[src/logic/sem_map.svh]
// Mode register addresses, field positions, reset values and timing figures
`ifndef SEM_MAP_SVH
`define SEM_MAP_SVH

// Mode register addresses
`define SEM_MA_PREAMBLE_RECOVERY 6'h01
`define SEM_MA_LATENCY 6'h02
`define SEM_MA_DRIVE_INVERSION 6'h03
`define SEM_MA_TERMINATION 6'h0B
`define SEM_MA_COMMAND_REFERENCE 6'h0C
`define SEM_MA_SET_POINT_CTRL 6'h0D
`define SEM_MA_DATA_REFERENCE 6'h0E
`define SEM_MA_LOW_SPEED_BUFFER 6'h15
`define SEM_MA_CONTROLLER_TERM 6'h16
`define SEM_MA_SINGLE_ENDED_SEL 6'h33

// Writable bits of each duplicated register
`define SEM_WMASK_PREAMBLE_RECOVERY 8'hFC
`define SEM_WMASK_LATENCY 8'h7F
`define SEM_WMASK_DRIVE_INVERSION 8'hFB
`define SEM_WMASK_TERMINATION 8'h77
`define SEM_WMASK_COMMAND_REFERENCE 8'h7F
`define SEM_WMASK_DATA_REFERENCE 8'h7F
`define SEM_WMASK_LOW_SPEED_BUFFER 8'h20
`define SEM_WMASK_CONTROLLER_TERM 8'h3F
`define SEM_WMASK_SINGLE_ENDED_SEL 8'h0E

// Set-point control register bits
`define SEM_BIT_FAST_RESPONSE 3
`define SEM_BIT_WRITE_SET_POINT 6
`define SEM_BIT_OPERATING_SET_POINT 7

// Single-ended select register bits
`define SEM_BIT_SINGLE_READ_STROBE 1
`define SEM_BIT_SINGLE_WRITE_STROBE 2
`define SEM_BIT_SINGLE_CLOCK 3

// Reset values
`define SEM_RST_CFG 8'h00
`define SEM_RST_CTRL 8'h00

// Timing
`define SEM_REF_PERIOD_PS 20000
`define SEM_SETTLE_TIME_PS 15000
`define SEM_SETTLE_NCK 4'h8
`define SEM_POST_WRITE_NCK 2'h2

`endif

[src/logic/sem_pkg.sv]
// Types shared by the single-ended and set-point register set
package sem_pkg;

  // One physical copy of the duplicated mode registers
  typedef struct packed {
    logic [7:0] preamble_recovery_cfg;
    logic [7:0] latency_cfg;
    logic [7:0] drive_inversion_cfg;
    logic [7:0] termination_cfg;
    logic [7:0] command_reference_cfg;
    logic [7:0] data_reference_cfg;
    logic [7:0] low_speed_buffer_cfg;
    logic [7:0] controller_termination_cfg;
    logic [7:0] single_ended_select_cfg;
  } sem_cfg_t;

  // Set-point control register
  typedef struct packed {
    logic operating_set_point_sel;
    logic write_set_point_sel;
    logic reference_fast_response;
  } sem_ctrl_t;

  // Command captured at a link clock edge
  typedef struct packed {
    logic wr;
    logic rd;
    logic [5:0] addr;
    logic [7:0] op;
  } sem_cmd_t;

  // Link clock settling after a mode-changing set-point switch
  typedef enum logic [0:0] {
    SEM_IDLE = 1'b0,
    SEM_SETTLE = 1'b1
  } sem_state_t;

endpackage

[src/logic/sem_regs.sv]
// Duplicated mode registers selected by frequency set point
`timescale 1ns/1ps
`default_nettype none
`include "sem_map.svh"

module sem_regs (
  // Clock and reset
  input wire logic ref_clk,
  input wire logic nrst,
  input wire logic clk_en,
  // Link pins
  input wire logic ck_pin,
  input wire logic cke_pin,
  input wire logic cs_pin,
  input wire logic mrw_pin,
  input wire logic mrr_pin,
  input wire logic [5:0] ma_pin,
  input wire logic [7:0] op_pin,
  input wire logic cbt_pin,
  // Register read answer
  output logic [7:0] mrr_data,
  output logic mrr_valid,
  // Configuration in force
  output sem_pkg::sem_cfg_t active_cfg,
  output sem_pkg::sem_ctrl_t ctrl,
  output logic ck_ref_is_ca,
  output logic dqs_ref_is_dq,
  output logic [5:0] cbt_ignore_mask,
  // Status
  output logic cmd_ready,
  output logic early_cmd_err,
  output logic post_clk_err
);
  localparam logic [3:0] SETTLE_REF_CYC = 4'((`SEM_SETTLE_TIME_PS +
    `SEM_REF_PERIOD_PS - 1) / `SEM_REF_PERIOD_PS);

  logic [19:0] pins_s;
  logic ck_s, cke_s, cs_s, cbt_s;
  sem_pkg::sem_cmd_t cmd;

  sem_sync #(.WIDTH(20)) u_sync (
    .ref_clk(ref_clk),
    .nrst(nrst),
    .clk_en(clk_en),
    .async_in({ck_pin, cke_pin, cs_pin, mrw_pin, mrr_pin, ma_pin, op_pin,
      cbt_pin}),
    .sync_out(pins_s)
  );

  assign ck_s = pins_s[19];
  assign cke_s = pins_s[18];
  assign cs_s = pins_s[17];
  assign cbt_s = pins_s[0];

  // State
  sem_pkg::sem_cfg_t copy_q [2];
  sem_pkg::sem_cfg_t copy_d [2];
  sem_pkg::sem_ctrl_t ctrl_q, ctrl_d;
  sem_pkg::sem_cfg_t act_q, act_d;
  sem_pkg::sem_state_t state_q, state_d;
  logic ck_prev_q, ck_prev_d;
  logic [3:0] nck_q, nck_d;
  logic [3:0] ref_q, ref_d;
  logic [1:0] post_q, post_d;
  logic [7:0] rdata_q, rdata_d;
  logic rvalid_q, rvalid_d;
  logic early_q, early_d;
  logic post_err_q, post_err_d;
  logic ckref_q, ckref_d;
  logic dqsref_q, dqsref_d;
  logic [5:0] ign_q, ign_d;

  logic ck_rise;
  logic take;
  logic ws;
  logic [7:0] wsel;
  logic [7:0] rsel;
  logic op_new;
  logic mode_change;

  assign ck_rise = ck_s & ~ck_prev_q;
  assign take = ck_rise & cke_s & cs_s;
  assign cmd = sem_pkg::sem_cmd_t'({pins_s[16], pins_s[15], pins_s[14:9],
    pins_s[8:1]});

  // Copy picked by the write selector, for writes and reads
  assign ws = ctrl_q.write_set_point_sel;
  always_comb begin
    op_new = cmd.op[`SEM_BIT_OPERATING_SET_POINT];
    wsel = 8'h00;
    rsel = 8'h00;
    case (cmd.addr)
      `SEM_MA_PREAMBLE_RECOVERY: begin
        wsel = `SEM_WMASK_PREAMBLE_RECOVERY;
        rsel = copy_q[ws].preamble_recovery_cfg;
      end
      `SEM_MA_LATENCY: begin
        wsel = `SEM_WMASK_LATENCY;
        rsel = copy_q[ws].latency_cfg;
      end
      `SEM_MA_DRIVE_INVERSION: begin
        wsel = `SEM_WMASK_DRIVE_INVERSION;
        rsel = copy_q[ws].drive_inversion_cfg;
      end
      `SEM_MA_TERMINATION: begin
        wsel = `SEM_WMASK_TERMINATION;
        rsel = copy_q[ws].termination_cfg;
      end
      `SEM_MA_COMMAND_REFERENCE: begin
        wsel = `SEM_WMASK_COMMAND_REFERENCE;
        rsel = copy_q[ws].command_reference_cfg;
      end
      `SEM_MA_DATA_REFERENCE: begin
        wsel = `SEM_WMASK_DATA_REFERENCE;
        rsel = copy_q[ws].data_reference_cfg;
      end
      `SEM_MA_LOW_SPEED_BUFFER: begin
        wsel = `SEM_WMASK_LOW_SPEED_BUFFER;
        rsel = copy_q[ws].low_speed_buffer_cfg;
      end
      `SEM_MA_CONTROLLER_TERM: begin
        wsel = `SEM_WMASK_CONTROLLER_TERM;
        rsel = copy_q[ws].controller_termination_cfg;
      end
      `SEM_MA_SINGLE_ENDED_SEL: begin
        wsel = `SEM_WMASK_SINGLE_ENDED_SEL;
        rsel = copy_q[ws].single_ended_select_cfg;
      end
      `SEM_MA_SET_POINT_CTRL: begin
        rsel = 8'h00;
        rsel[`SEM_BIT_FAST_RESPONSE] = ctrl_q.reference_fast_response;
        rsel[`SEM_BIT_WRITE_SET_POINT] = ctrl_q.write_set_point_sel;
        rsel[`SEM_BIT_OPERATING_SET_POINT] = ctrl_q.operating_set_point_sel;
      end
      default: begin
        wsel = 8'h00;
        rsel = 8'h00;
      end
    endcase
    mode_change = (copy_q[op_new].single_ended_select_cfg[
      `SEM_BIT_SINGLE_CLOCK:`SEM_BIT_SINGLE_WRITE_STROBE] !=
      act_q.single_ended_select_cfg[
      `SEM_BIT_SINGLE_CLOCK:`SEM_BIT_SINGLE_WRITE_STROBE]);
  end

  // Register writes, reads and set-point switching
  always_comb begin
    logic [7:0] merged;
    merged = 8'h00;
    copy_d = copy_q;
    ctrl_d = ctrl_q;
    act_d = copy_q[ctrl_q.operating_set_point_sel];
    ck_prev_d = ck_s;
    rdata_d = rdata_q;
    rvalid_d = 1'b0;
    early_d = early_q;
    state_d = state_q;
    nck_d = nck_q;
    ref_d = ref_q;
    post_d = post_q;
    post_err_d = post_err_q;
    if (take && state_q == sem_pkg::SEM_SETTLE) begin
      early_d = 1'b1; // Command before link clock settled; dropped
    end else if (take && cmd.wr) begin
      post_d = `SEM_POST_WRITE_NCK;
      if (cmd.addr == `SEM_MA_SET_POINT_CTRL) begin
        ctrl_d.reference_fast_response = cmd.op[`SEM_BIT_FAST_RESPONSE];
        ctrl_d.write_set_point_sel = cmd.op[`SEM_BIT_WRITE_SET_POINT];
        ctrl_d.operating_set_point_sel = op_new;
        if (op_new != ctrl_q.operating_set_point_sel && mode_change) begin
          state_d = sem_pkg::SEM_SETTLE;
          nck_d = 4'h0;
          ref_d = 4'h0;
        end
      end else begin
        merged = (rsel & ~wsel) | (cmd.op & wsel);
        case (cmd.addr)
          `SEM_MA_PREAMBLE_RECOVERY: copy_d[ws].preamble_recovery_cfg = merged;
          `SEM_MA_LATENCY: copy_d[ws].latency_cfg = merged;
          `SEM_MA_DRIVE_INVERSION: copy_d[ws].drive_inversion_cfg = merged;
          `SEM_MA_TERMINATION: copy_d[ws].termination_cfg = merged;
          `SEM_MA_COMMAND_REFERENCE: copy_d[ws].command_reference_cfg = merged;
          `SEM_MA_DATA_REFERENCE: copy_d[ws].data_reference_cfg = merged;
          `SEM_MA_LOW_SPEED_BUFFER: copy_d[ws].low_speed_buffer_cfg = merged;
          `SEM_MA_CONTROLLER_TERM:
            copy_d[ws].controller_termination_cfg = merged;
          `SEM_MA_SINGLE_ENDED_SEL:
            copy_d[ws].single_ended_select_cfg = merged;
          default: merged = 8'h00;
        endcase
      end
    end else if (take && cmd.rd) begin
      rdata_d = rsel;
      rvalid_d = 1'b1;
    end
    // Post-write clock tracking; CKE must not fall inside it
    if (!(take && cmd.wr) && post_q != 2'h0) begin
      if (!cke_s) begin
        post_err_d = 1'b1;
        post_d = 2'h0;
      end else if (ck_rise) begin
        post_d = post_q - 2'h1;
      end
    end
    // Settling: both clock count and elapsed time must be met
    unique case (state_q)
      sem_pkg::SEM_IDLE: ;
      sem_pkg::SEM_SETTLE: begin
        if (ck_rise && nck_q != `SEM_SETTLE_NCK) nck_d = nck_q + 4'h1;
        if (ref_q != SETTLE_REF_CYC) ref_d = ref_q + 4'h1;
        if (nck_q == `SEM_SETTLE_NCK && ref_q == SETTLE_REF_CYC) begin
          state_d = sem_pkg::SEM_IDLE;
        end
      end
    endcase
  end

  // Reference selection and training pin masking
  always_comb begin
    ckref_d = act_q.single_ended_select_cfg[`SEM_BIT_SINGLE_CLOCK];
    dqsref_d = act_q.single_ended_select_cfg[`SEM_BIT_SINGLE_WRITE_STROBE];
    // DQ7, DQ15, DQ14, DMI1, DMI0, upper strobe pair
    ign_d = {6{cbt_s & (copy_q[0].single_ended_select_cfg[
      `SEM_BIT_SINGLE_WRITE_STROBE] != copy_q[1].single_ended_select_cfg[
      `SEM_BIT_SINGLE_WRITE_STROBE])}};
  end

  always_ff @(posedge ref_clk or negedge nrst) begin
    if (!nrst) begin
      copy_q[0] <= {9{`SEM_RST_CFG}};
      copy_q[1] <= {9{`SEM_RST_CFG}};
      ctrl_q <= 3'(`SEM_RST_CTRL);
      act_q <= {9{`SEM_RST_CFG}};
      state_q <= sem_pkg::SEM_IDLE;
      ck_prev_q <= 1'b0;
      nck_q <= 4'h0;
      ref_q <= 4'h0;
      post_q <= 2'h0;
      rdata_q <= 8'h00;
      rvalid_q <= 1'b0;
      early_q <= 1'b0;
      post_err_q <= 1'b0;
      ckref_q <= 1'b0;
      dqsref_q <= 1'b0;
      ign_q <= 6'h00;
    end else if (clk_en) begin
      copy_q <= copy_d;
      ctrl_q <= ctrl_d;
      act_q <= act_d;
      state_q <= state_d;
      ck_prev_q <= ck_prev_d;
      nck_q <= nck_d;
      ref_q <= ref_d;
      post_q <= post_d;
      rdata_q <= rdata_d;
      rvalid_q <= rvalid_d;
      early_q <= early_d;
      post_err_q <= post_err_d;
      ckref_q <= ckref_d;
      dqsref_q <= dqsref_d;
      ign_q <= ign_d;
    end
  end

  assign mrr_data = rdata_q;
  assign mrr_valid = rvalid_q;
  assign active_cfg = act_q;
  assign ctrl = ctrl_q;
  assign ck_ref_is_ca = ckref_q;
  assign dqs_ref_is_dq = dqsref_q;
  assign cbt_ignore_mask = ign_q;
  assign cmd_ready = (state_q == sem_pkg::SEM_IDLE);
  assign early_cmd_err = early_q;
  assign post_clk_err = post_err_q;
endmodule
`default_nettype wire

[src/logic/sem_sync.sv]
// Two-stage synchroniser for pins from outside the reference clock domain
`timescale 1ns/1ps
`default_nettype none
module sem_sync #(
  parameter int WIDTH = 1
) (
  // Clock and reset
  input wire logic ref_clk,
  input wire logic nrst,
  input wire logic clk_en,
  // Data
  input wire logic [WIDTH-1:0] async_in,
  output logic [WIDTH-1:0] sync_out
);
  logic [WIDTH-1:0] meta_q;
  logic [WIDTH-1:0] sync_q;

  always_ff @(posedge ref_clk or negedge nrst) begin
    if (!nrst) begin
      meta_q <= '0;
      sync_q <= '0;
    end else if (clk_en) begin
      meta_q <= async_in;
      sync_q <= meta_q;
    end
  end

  assign sync_out = sync_q;
endmodule
`default_nettype wire

[config.mk]
export PLATFORM = sky130hd
export DESIGN_NAME = sem_regs
export DESIGN_NICKNAME = d
export VERILOG_FILES = /design/src/logic/sem_pkg.sv /design/src/logic/sem_regs.sv /design/src/logic/sem_sync.sv
export VERILOG_INCLUDE_DIRS = /design/src /design/src/logic
export SDC_FILE = /design/constraint.sdc
export NUM_CORES = 1
export LEC_CHECK = 0
export CAP_MARGIN = 15
export CORE_MARGIN = 2
export CORE_UTILIZATION = 50
export DETAILED_ROUTE_END_ITERATION = 8
export DONT_BUFFER_PORTS = 1
export PLACE_DENSITY = 0.62
export SYNTH_ARGS = -nofsm -noshare
export SYNTH_HDL_FRONTEND = slang
export SYNTH_SLANG_ARGS = --single-unit
export TNS_END_PERCENT = 50
[constraint.sdc]
create_clock -name ref_clk -period 3.1 [get_ports ref_clk]
set_input_delay 0.62 -clock ref_clk [delete_from_list [all_inputs] [get_ports ref_clk]]
set_output_delay 0.62 -clock ref_clk [all_outputs]
set_load 0.02 [all_outputs]
---- Yosys cells after proc, flatten, opt, wreduce, memory -nomap -nowiden ----
Index checks and enable logic that the tools add are counted.
Widths: inputs -> output; s select.
cells by class
  add/sub/neg operators ................... 3
  bitwise operators ....................... 17
  divide/modulo/power cells ............... 0
  shift-type cells ........................ 0
  $mul .................................... 0
  magnitude comparators ................... 4
  reductions and logical operators ........ 17
  equal/unequal tests ..................... 17
  multiplexer cells ....................... 65
operator list
  cell                 count
  $bwmux 144           9
  $pmux 144 s9         1
  $demux 72 s1         9
  $mux 72              7
  $pmux 8 s10          1
  $mux 64              1
  $mux 4               15
  $mux 56              1
  $pmux 8 s7           1
  $mux 48              1
  $mux 40              1
  $mux 32              1
  $eq 6x4->1 const B   4
  $mux 24              1
  $and 8x8->8          2
  $mux 16              1
  $eq 6x2->1 const B   2
  $eq 6x5->1 const B   2
  $mux 2               5
  $mux 1               9
  $reduce_bool 9->1    1
  $add 4x1->4 const B  2
  $logic_and 1x1->1    8
  $mux 8               1
  other kinds (23)     37
storage, ports and cells
  memories ................................ 0
  memory bits (read-only) ................. 0
  register bits ........................... 285
  bits in latches ......................... 0
  RAM bits ................................ 0
  input port bits ......................... 23
  word-level logic and storage cells ...... 167
  output and inout port bits .............. 95

---- Logic depth before layout (Yosys ltp) ----
Gate-level depths: netlist of run 1.
  word-level depth ........................ 12
  mapped depth ............................ 10
  mapped depth without buffers ............ 7

---- By module ----
Synthesis of run 1 repeated with hierarchy kept, for this count alone.
unflattened totals
  cells, all modules ...................... 1216
  area total of the unflattened synthesis .. 13003.7 µm²
by module, submodules not included
  module    instances  area an instance (µm²)  cells an instance  sequential area each (µm²)
  sem_regs  1          11507.3                 1132               6130.9
  sem_sync  1          1496.4                  84                 1001.0

---- Worst setup path after synthesis of run 1 ----
No wires, ideal clock.
  path kind ............................... input -> register
  start ................................... input port clk_en
  end ..................................... register (tool-made name)
  setup time .............................. 79 ps
  required time ........................... 3021 ps
  path buffers ............................ 1
  path slack .............................. 821 ps
  arrival time ............................ 2200 ps
  stages .................................. 7
  cell sequence ........................... buf_2 nor2b_1 nand3_1 nor2_1 o21ai_1 or3b_1 a2bb2oi_1
RTL lines
  what             RTL line        text
  start, declared  sem_regs.sv:10  input wire logic clk_en,

==> reports/results.txt, run 1 <==
Tcrit/Tclk final: 87.8%
Worst slew pin tran: 801 ps
LEAKAGE: 6.49 nW
Final wirelength: 35.8 mm
CTS tree: done
CP required: 3520 ps
Maximum VDD drop: 0.487 mV
TritonCTS buffer count: 29
Initial antenna violation count: 0
#FFs+latches synth: 285
Seq/Total Area, Yosys: 53.5%
PwrDens: 588 mW/mm^2
RSZ-0062 raised after global routing: no
Gr ovfl total: 0
Total Routing Usage GR: 25.9%
Mapped Nets: 1,299
Wire length of the first global-routing pass: 56.2 mm
Startpoint types: flip-flop
PortBufs: 0
DRC: 10
Vias in the first global route: 9,427
Post-synth design cell area: 0.0133 sq mm
Area Overhead vs Synth: 9.93%
Cell area after layout: 0.0146 sq mm
Setup TNS: 0 ps
Final hold violations: 285
GPL Wtd Cong: 0.972
Synth Warn #: 0
Post_cts resized: 0
CP Max Fanout: 21
Library cells used by synthesis: 75
Fraction of registers with async set/reset: 100%
Antenna-violating nets left: 0
Avg Inst Size Synth: 10.5 sq um
Final setup violation count: 0
# diodes: 0
Failing checks: design-rule violations, negative hold slack
Number of max-cap violations: 0
Vias/cell: 5.93
Starting Density: 51.0%
Fin. max-slew vios: 0
Die area: 0.0280 sq mm
Chip width: 167 microns
Crit path kind: flip-flop to flip-flop
DP Area: 0.0136 sq mm
DR WL/cell: 22.5 microns
H-tree Lvls: 1
DP HPWL: 24.8 mm
Crit end category: flip-flop
Nets: 1,260
Hold WC Path Type: input port to async pin
Crit path DAT: 3140 ps
Starting DRT DRC Count: 693
Ys flop type: dfrtp_1
CTS Buffer Depth: 3
Hold Slack: -229 ps
Number of flops mapped to enable cells by yosys: 0
Cell Rows: 59
Tmin final: 2720 ps
Mapped Cells: 1,271
Clock Latency Late Sink: 560 ps
IO Count: 118
Root buffer cell: clkbuf_16
Clock Skews: 15.1 ps
Status: finished with violations
Clk pin slew, worst setup/hold paths: 60 ps
Slew Limit Headroom: 46.4%
DR vias: 9,436
Share of layout cells above drive strength 1: 15.4%
Highest Clock Rate: 0.367 GHz
Clock sink count: 285
Die Ht: 167 microns
Largest net degree at the start of global routing: 286
Drt first pass iters: 8
Core area: 0.0261 sq mm
==> Yosys cell counts, types with 6 or more instances <==
cell type  number  share of area (%)
xnor2_1         6               0.39
a21oi_1        83                3.1
nor2_1         92                2.6
nand2b_1       11               0.52
nor2b_1         6               0.28
dfrtp_1       285                 54
mux2_2         61                5.2
inv_1          20               0.56
nand2_1       118                3.3
o22ai_1         7               0.33
clkbuf_1       84                2.4
o21ai_0        46                1.7
nor3_1         16               0.60
o31ai_1         8               0.45
buf_1           9               0.25
nand4_1         9               0.42
buf_2          23               0.86
mux2i_1       130                9.8
nor4_1          7               0.33
buf_4          10               0.56
o21ai_1        88                3.3
nand3_1        31                1.2
==> cell families (layout without fill, tap and decap cells) <==
group                    Yosys count  in the layout  synth area share (%)
adder cells (fa/ha/maj)            5              5                 0.470
XOR/XNOR                           8              8                 0.526
flip-flops                       285            285                  53.5
multiplexers                     196            196                  15.5
AND/OR/NAND/NOR                  336            336                  12.1
buffers and inverters            151            135                  5.03
AO/OA/AOI/OAI                    290            290                  12.8
==> power breakdown <==
part | switching, mW | total, mW | internal, mW
combinational | 0.456 | 0.804 | 0.348
sequential | 0.298 | 4.23 | 3.93
clock | 1.47 | 3.58 | 2.12
total | 2.22 | 8.62 | 6.40
==> worst max-delay path, cell delays in order (launching register included) <==
cell      delay, ps
dfrtp_4         650
buf_12          240
mux2i_1         400
nor4_1          140
a221oi_1        310
nand4_1         270
mux2i_1         200
buf_4           260
o21ai_1         100
==> cells in the final DEF (no fill, tap or decap), drive strengths merged, types with 4 or more instances in the layout <==
cell type,n
or3,4
a221o,4
o22a,4
nor2b,6
nor2,94
nand3,31
clkinv,9
a2bb2oi,4
nand3b,5
o31ai,8
buf,61
o22ai,7
nor3,19
o21bai,4
mux2i,131
nand2b,11
a2111oi,4
clkbuf,41
inv,21
nor3b,4
nand4,10
o211ai,4
mux2,65
nand2,118
dfrtp,285
ha,5
a21oi,83
o21ai,134
xnor2,6
nor4,11
==> final timing paths <==
| path | startpoint | end | slack [ps] | depth (start not counted) |
|---|---|---|---|---|
| setup reg to reg | ws | flip-flop | 380 | 8 |
| max in group asynchronous | nrst | ctrl[2] | 2670 | 0 |
| hold reg to reg | flip-flop | flip-flop | 400 | 0 |
| setup / recovery | ws | flip-flop | 380 | 8 |
| min in group ref_clk | clk_en | u_sync.sync_out[14] | 210 | 1 |
| hold / removal | nrst | active_cfg[38] | -230 | 0 |
==> per-layer routing <==
layer	global-route usage [%]	wire, microns	part of all wire (%)	vias up
li1	-	-	-	4411
met1	37.2	16000	45	4600
met2	39.3	15900	44	346
met3	4.63	2420	6.8	79
met4	10.0	1530	4.3	0
met5	0	0	0	-
==> cell type report <==
cell class / instances / area [sq um]
clock buffer: 41 / 871
clock inverter: 13 / 125
fill: 2341 / 11500
inverter: 20 / 75.1
multi-input combinational: 835 / 5520
sequential: 285 / 7140
tap: 335 / 419
timing repair buffer: 61 / 495
==> stage by stage <==
step                util (%)  hold slack [ps]  total power [mW]  cells  setup slack (ps)
detailed placement      52.2              335              5.09   1536               434
floorplan                  -              324              4.86   1271               821
finish                  56.0             -229              8.62   1590               377
CTS                     56.0             -250              8.68   1590               429
global placement        52.2              333              5.07   1536               467
global route            56.0             -242              8.95   1590               241
==> what timing repair did <==
action | CTS | global route
hold endpoints to repair | 285 | 285
setup buffers | 0 | 0
setup endpoints to repair | 0 | 0
Power figures use the tool's default switching activity.
==> inputs of run 2 (changes only) <==
--- a/config.mk
+++ b/config.mk
@@ -6,7 +6,9 @@
 export SDC_FILE = /design/constraint.sdc
 export NUM_CORES = 1
 export LEC_CHECK = 0
+export ABC_CLOCK_PERIOD_IN_PS = 3100
 export CAP_MARGIN = 15
+export CORE_ASPECT_RATIO = 0.7
 export CORE_MARGIN = 2
 export CORE_UTILIZATION = 50
 export DETAILED_ROUTE_END_ITERATION = 8
==> run 2 against run 1 <==
- sequential cell count unchanged
- largest power group unchanged
- the run ends with negative hold slack left
- clock skew increased by 7.9 ps
- setup slack got worse by 240 ps
- routed wire length increased by 5.1%
==> reports/results.txt, run 2 (same netlist as run 1, synthesis figures left out) <==
Tot Pwr: 8.80 mW (+2.2%)
Drt first pass iters: 5 (-3)
Hold WC Path Type: input port to async pin
Startpoint types: flip-flop
Failing checks: negative hold slack
GPL Wtd Cong: 1.02 (+4.8%)
Clock sink count: 285 (unchanged)
DR vias: 9,596 (+1.7%)
Crit path kind: flip-flop to flip-flop
Fin. max-slew vios: 0 (unchanged)
Core area: 0.0259 sq mm (-0.76%)
Wire length of the first global-routing pass: 57.9 mm (+3.0%)
Die Ht: 141 microns (-16%)
Place WS: 334 ps (-99.3 ps)
Gr ovfl total: 0 (unchanged)
CTS tree: done
Starting DRT DRC Count: 1,080 (+56%)
CP Max Fanout: 20 (-4.8%)
Highest Clock Rate: 0.337 GHz (-8.2%)
R2R Path Start: ws
Status: finished with violations
Final hold violations: 285 (unchanged)
Maximum VDD drop: 0.440 mV (-9.8%)
Cell Rows: 49 (-17%)
Commonest non-fill, non-tap cell in the layout: dfrtp_1
TritonCTS buffer count: 28 (-3.4%)
Fillers: 2,269 (-3.1%)
Final setup violation count: 0 (unchanged)
Vias/cell: 5.93 (-0.13%)
Clock Skews: 23.0 ps (+7.93 ps)
Setup bufs post-CTS: 0 (unchanged)
Most frequent cells in the layout: 283 x dfrtp_1, 130 x mux2i_1, 118 x nand2_1
# diodes: 0 (unchanged)
DP HPWL: 26.1 mm (+4.9%)
IO Count: 118 (unchanged)
H-tree Lvls: 1 (unchanged)
Crit path DAT: 3390 ps (+250 ps)
Cell area after layout: 0.0148 sq mm (+0.96%)
Number of max-cap violations: 0 (unchanged)
Starting Density: 51.4% (+0.39 points)
CP startpoint: ws
Final wirelength: 37.6 mm (+5.1%)
Clock Latency Late Sink: 560 ps (about the same)
Nets: 1,268 (+0.63%)
CP required: 3520 ps (about the same)
Hold Slack: -241 ps (-11.3 ps)
PortBufs: 0 (unchanged)
Vias in the first global route: 9,429 (+0.021%)
Antenna-violating nets left: 0 (unchanged)
CTS Buffer Depth: 3 (unchanged)
Chip width: 199 microns (+19%)
LEAKAGE: 6.55 nW (+0.91%)
Tcrit/Tclk final: 95.6% (+7.8 points)
Share of layout cells above drive strength 1: 15.9% (+0.55 points)
Crit end category: flip-flop
Total Routing Usage GR: 27.6% (+1.7 points)
DR WL/cell: 23.2 microns (+3.2%)
Final setup margin: 135 ps (-242 ps)
DRC: 0 (-10)
Die area: 0.0280 sq mm (about the same)
Largest net degree at the start of global routing: 286 (unchanged)
Setup TNS: 0 ps (unchanged)
Initial antenna violation count: 0 (unchanged)
Root buffer cell: clkbuf_16
Worst slew pin tran: 747 ps (-54.3 ps)
R2R cell count: 8 (unchanged)
Slew Limit Headroom: 50.2% (+3.8 points)
RSZ-0062 raised after global routing: no
Clk pin slew, worst setup/hold paths: 70 ps (about the same)
Tmin final: 2960 ps (+242 ps)
Area Overhead vs Synth: 11.0%
DP Area: 0.0138 sq mm (+0.79%)
FF-to-FF setup slack: 140 ps (-240 ps)
PwrDens: 595 mW/mm^2 (+1.2%)
[run 2: cell count changes in the layout (fill, tap and decap cells not counted), sizes merged]
cell / before / now
clkinv: 9 / 8
clkbuf: 41 / 36
bufinv: 2 / 5
inv: 21 / 22
buf: 61 / 70
[run 2: critical path, cell delays in order, from the launching register on]
cell and delay, ps:
dfrtp_4 660, buf_12 240, mux2i_1 340, nor3_1 90
a2111oi_0 560, o2111ai_1 360, mux2i_1 220, buf_4 240
o21ai_1 100
[run 2: area by class of cell]
type,count,area [sq um],share of cell area [%]
clock buffer,36,802,5.42
clock inverter,16,219,1.48
inverter,20,75.1,0.508
multi-input combinational,835,5530,37.4
sequential,285,7140,48.3
tap,357,447,3.02
timing repair buffer,70,576,3.89
[run 2: timing repair]
action                     CTS  global route
gates resized for setup      0             1
hold endpoints to repair   285           285
setup endpoints to repair    0             1
[run 2: report_power, final]
part           switching [mW]  internal (mW)
Combinational           0.475          0.355
Sequential              0.301           3.93
Clock                    1.49           2.25
[run 2: stage by stage]
step           instances  utilization [%]
2_1_floorplan       1271                -
3_3_place_gp        1567             53.0
3_5_place_dp        1567             53.0
4_1_cts             1619             57.0
5_1_grt             1619             57.0
6_report            1619             57.0
[run 2: routing by layer]
layer	track usage [%]	vias up	share of wire [%]
met5	0	-	0
met4	7.82	0	2.7
met3	8.40	78	9.6
met2	37.0	393	40
met1	42.7	4689	48
li1	-	4436	-
[run 2: worst min-delay path by stage]
stage               startpoint                 to
global placement          nrst  u_sync.meta_q[19]
floorplan                 nrst          async pin
finish                    nrst   u_sync.meta_q[2]
global route              nrst          post_q[0]
CTS                       nrst          post_q[0]
detailed placement        nrst  u_sync.meta_q[19]
==> inputs of run 3 (changes only) <==
--- a/config.mk
+++ b/config.mk
@@ -8,12 +8,14 @@
 export LEC_CHECK = 0
 export ABC_CLOCK_PERIOD_IN_PS = 3100
 export CAP_MARGIN = 15
+export CELL_PAD_IN_SITES_DETAIL_PLACEMENT = 0
+export CELL_PAD_IN_SITES_GLOBAL_PLACEMENT = 1
 export CORE_ASPECT_RATIO = 0.7
 export CORE_MARGIN = 2
 export CORE_UTILIZATION = 50
 export DETAILED_ROUTE_END_ITERATION = 8
 export DONT_BUFFER_PORTS = 1
-export PLACE_DENSITY = 0.62
+export PLACE_DENSITY = 0.76
 export SYNTH_ARGS = -nofsm -noshare
 export SYNTH_HDL_FRONTEND = slang
 export SYNTH_SLANG_ARGS = --single-unit
==> run 3 against run 2 <==
- the run still ends with negative hold slack left
- fmax is 1.1% lower
- largest cell class unchanged
- final area is 0.51% lower
- combinational power is 1% lower
- critical path depth stayed put
- first-iteration DRC count is 27% lower
- largest power group unchanged
- via count is 2.4% lower
- clock power is 2% lower
- sequential cell count stayed put
- critical path type unchanged
==> reports/results.txt, run 3 (same netlist as run 1, synthesis figures left out) <==
Starting DRT DRC Count: 790 (-27%)
Drt first pass iters: 7 (+2)
Worst slew pin tran: 927 ps (+180 ps)
Number of max-cap violations: 0 (unchanged)
Share of layout cells above drive strength 1: 15.2% (-0.68 points)
DP Area: 0.0137 sq mm (-0.47%)
PortBufs: 0 (unchanged)
Root buffer cell: clkbuf_16
Fin. max-slew vios: 0 (unchanged)
Core area: 0.0259 sq mm (unchanged)
Utilization after layout: 56.7% (-0.29 points)
Clock Latency Late Sink: 550 ps (about the same)
Crit end category: flip-flop
Finished Layout Cells: 1,610 (-0.56%)
Initial antenna violation count: 0 (unchanged)
Antenna-violating nets left: 0 (unchanged)
Final setup violation count: 0 (unchanged)
IO Count: 118 (unchanged)
R2R cell count: 8 (unchanged)
Tmin final: 3000 ps (+31.9 ps)
Setup bufs post-CTS: 0 (unchanged)
Vias in the first global route: 9,196 (-2.5%)
Fillers: 2,292 (+1.0%)
Nets: 1,261 (-0.55%)
Setup TNS: 0 ps (unchanged)
CP Max Fanout: 25 (+25%)
Hold Slack: -231 ps (+9.77 ps)
TritonCTS buffer count: 28 (unchanged)
CTS tree: done
Die Ht: 141 microns (unchanged)
Gr ovfl total: 0 (unchanged)
Final setup margin: 104 ps (-31.9 ps)
Failing checks: negative hold slack
WL met3: 3.05 mm (-15%)
Chip width: 199 microns (unchanged)
Final wirelength: 37.1 mm (-1.5%)
Clock sink count: 285 (unchanged)
Hold WC Path Type: input port to async pin
CP startpoint: ws
Cell area after layout: 0.0147 sq mm (-0.51%)
Area Overhead vs Synth: 10.4%
Die area: 0.0280 sq mm (unchanged)
Top layer in use: met4
R2R Path Start: ws
Starting Density: 51.4% (unchanged)
DR vias: 9,367 (-2.4%)
Startpoint types: flip-flop
Commonest non-fill, non-tap cell in the layout: dfrtp_1
H-tree Lvls: 1 (unchanged)
PwrDens: 594 mW/mm^2 (-0.27%)
DR WL/cell: 23.0 microns (-0.95%)
Crit path DAT: 3410 ps (+20 ps)
LEAKAGE: 6.50 nW (-0.71%)
DP HPWL: 25.8 mm (-0.92%)
Crit path kind: flip-flop to flip-flop
Met1 Routed Length: 18.2 mm (+0.60%)
Dpl cells: 1,560 (-0.45%)
Largest net degree at the start of global routing: 286 (unchanged)
Clock Skews: 21.6 ps (-1.47 ps)
# diodes: 0 (unchanged)
Storage element area: 0.00714 sq mm (unchanged)
DRC: 0 (unchanged)
Maximum VDD drop: 0.380 mV (-14%)
Cell Rows: 49 (unchanged)
Vias/cell: 5.82 (-1.8%)
RSZ-0062 raised after global routing: no
CP required: 3510 ps (about the same)
Slew Limit Headroom: 38.2% (-12 points)
CTS Buffer Depth: 3 (unchanged)
Wire length of the first global-routing pass: 57.7 mm (-0.38%)
Final hold violations: 285 (unchanged)
GPL Wtd Cong: 0.936 (-8.1%)
Multi-input logic area: 0.00553 sq mm (about the same)
Place WS: 81.2 ps (-253 ps)
Tcrit/Tclk final: 96.7% (+1.0 points)
Total Routing Usage GR: 27.3% (-0.28 points)
Highest Clock Rate: 0.334 GHz (-1.1%)
Most frequent cells in the layout: 283 x dfrtp_1, 130 x mux2i_1, 118 x nand2_1
Clk pin slew, worst setup/hold paths: 70 ps (about the same)
Met2 WL post-DR: 15.3 mm (+2.5%)
Status: finished with violations
FF-to-FF setup slack: 100 ps (-30 ps)
==> run 3: changes by cell type in the layout (fill, tap and decap cells not counted), sizes merged <==
cell	before	now
inv	22	20
bufinv	5	4
clkinv	8	3
clkbuf	36	42
buf	70	63
==> run 3: report_power, final <==
| group | internal [mW] | leakage [nW] | switching (mW) |
|---|---|---|---|
| Combinational | 0.353 | 2.28 | 0.470 |
| Sequential | 3.93 | 3.73 | 0.300 |
| Clock | 2.24 | 0.495 | 1.44 |
| Total | 6.53 | 6.50 | 2.21 |
==> run 3: worst max-delay path by stage <==
stage          depth (start not counted)         to
2_1_floorplan                          7  flip-flop
3_3_place_gp                           8  flip-flop
3_5_place_dp                           8  flip-flop
4_1_cts                                8  flip-flop
5_1_grt                                5  flip-flop
6_report                               8  flip-flop
==> run 3: critical path, stage by stage (launching register included) <==
cell	delay, ps
dfrtp_4	670
buf_12	280
mux2i_1	370
nor3_1	110
a2111oi_1	570
o2111ai_1	290
mux2i_1	200
buf_4	250
o21ai_1	100
==> run 3: area by class of cell <==
cell class | count | area share, %
multi-input cells | 835 | 37.6
inverters | 20 | 0.510
well taps | 357 | 3.04
clock inverters | 8 | 0.970
repair buffers | 63 | 3.47
flip-flops and latches | 285 | 48.5
clock buffers | 42 | 5.88
==> run 3: metal layers <==
| metal | track usage, % | vias to the layer above |
|---|---|---|
| li1 | - | 4413 |
| met1 | 43.8 | 4598 |
| met2 | 38.1 | 320 |
| met3 | 6.12 | 36 |
| met4 | 4.40 | 0 |
| met5 | 0 | - |
==> run 3: stage by stage <==
step / power [mW] / hold slack [ps]
2_1_floorplan: 4.86 / 324
3_3_place_gp: 5.09 / 335
3_5_place_dp: 5.11 / 335
4_1_cts: 8.80 / -239
5_1_grt: 9.07 / -248
6_report: 8.74 / -231
==> run 3: what timing repair did <==
action	in CTS	in global routing
hold endpoints to repair	285	285
setup endpoints to repair	0	26
resized for setup	0	3
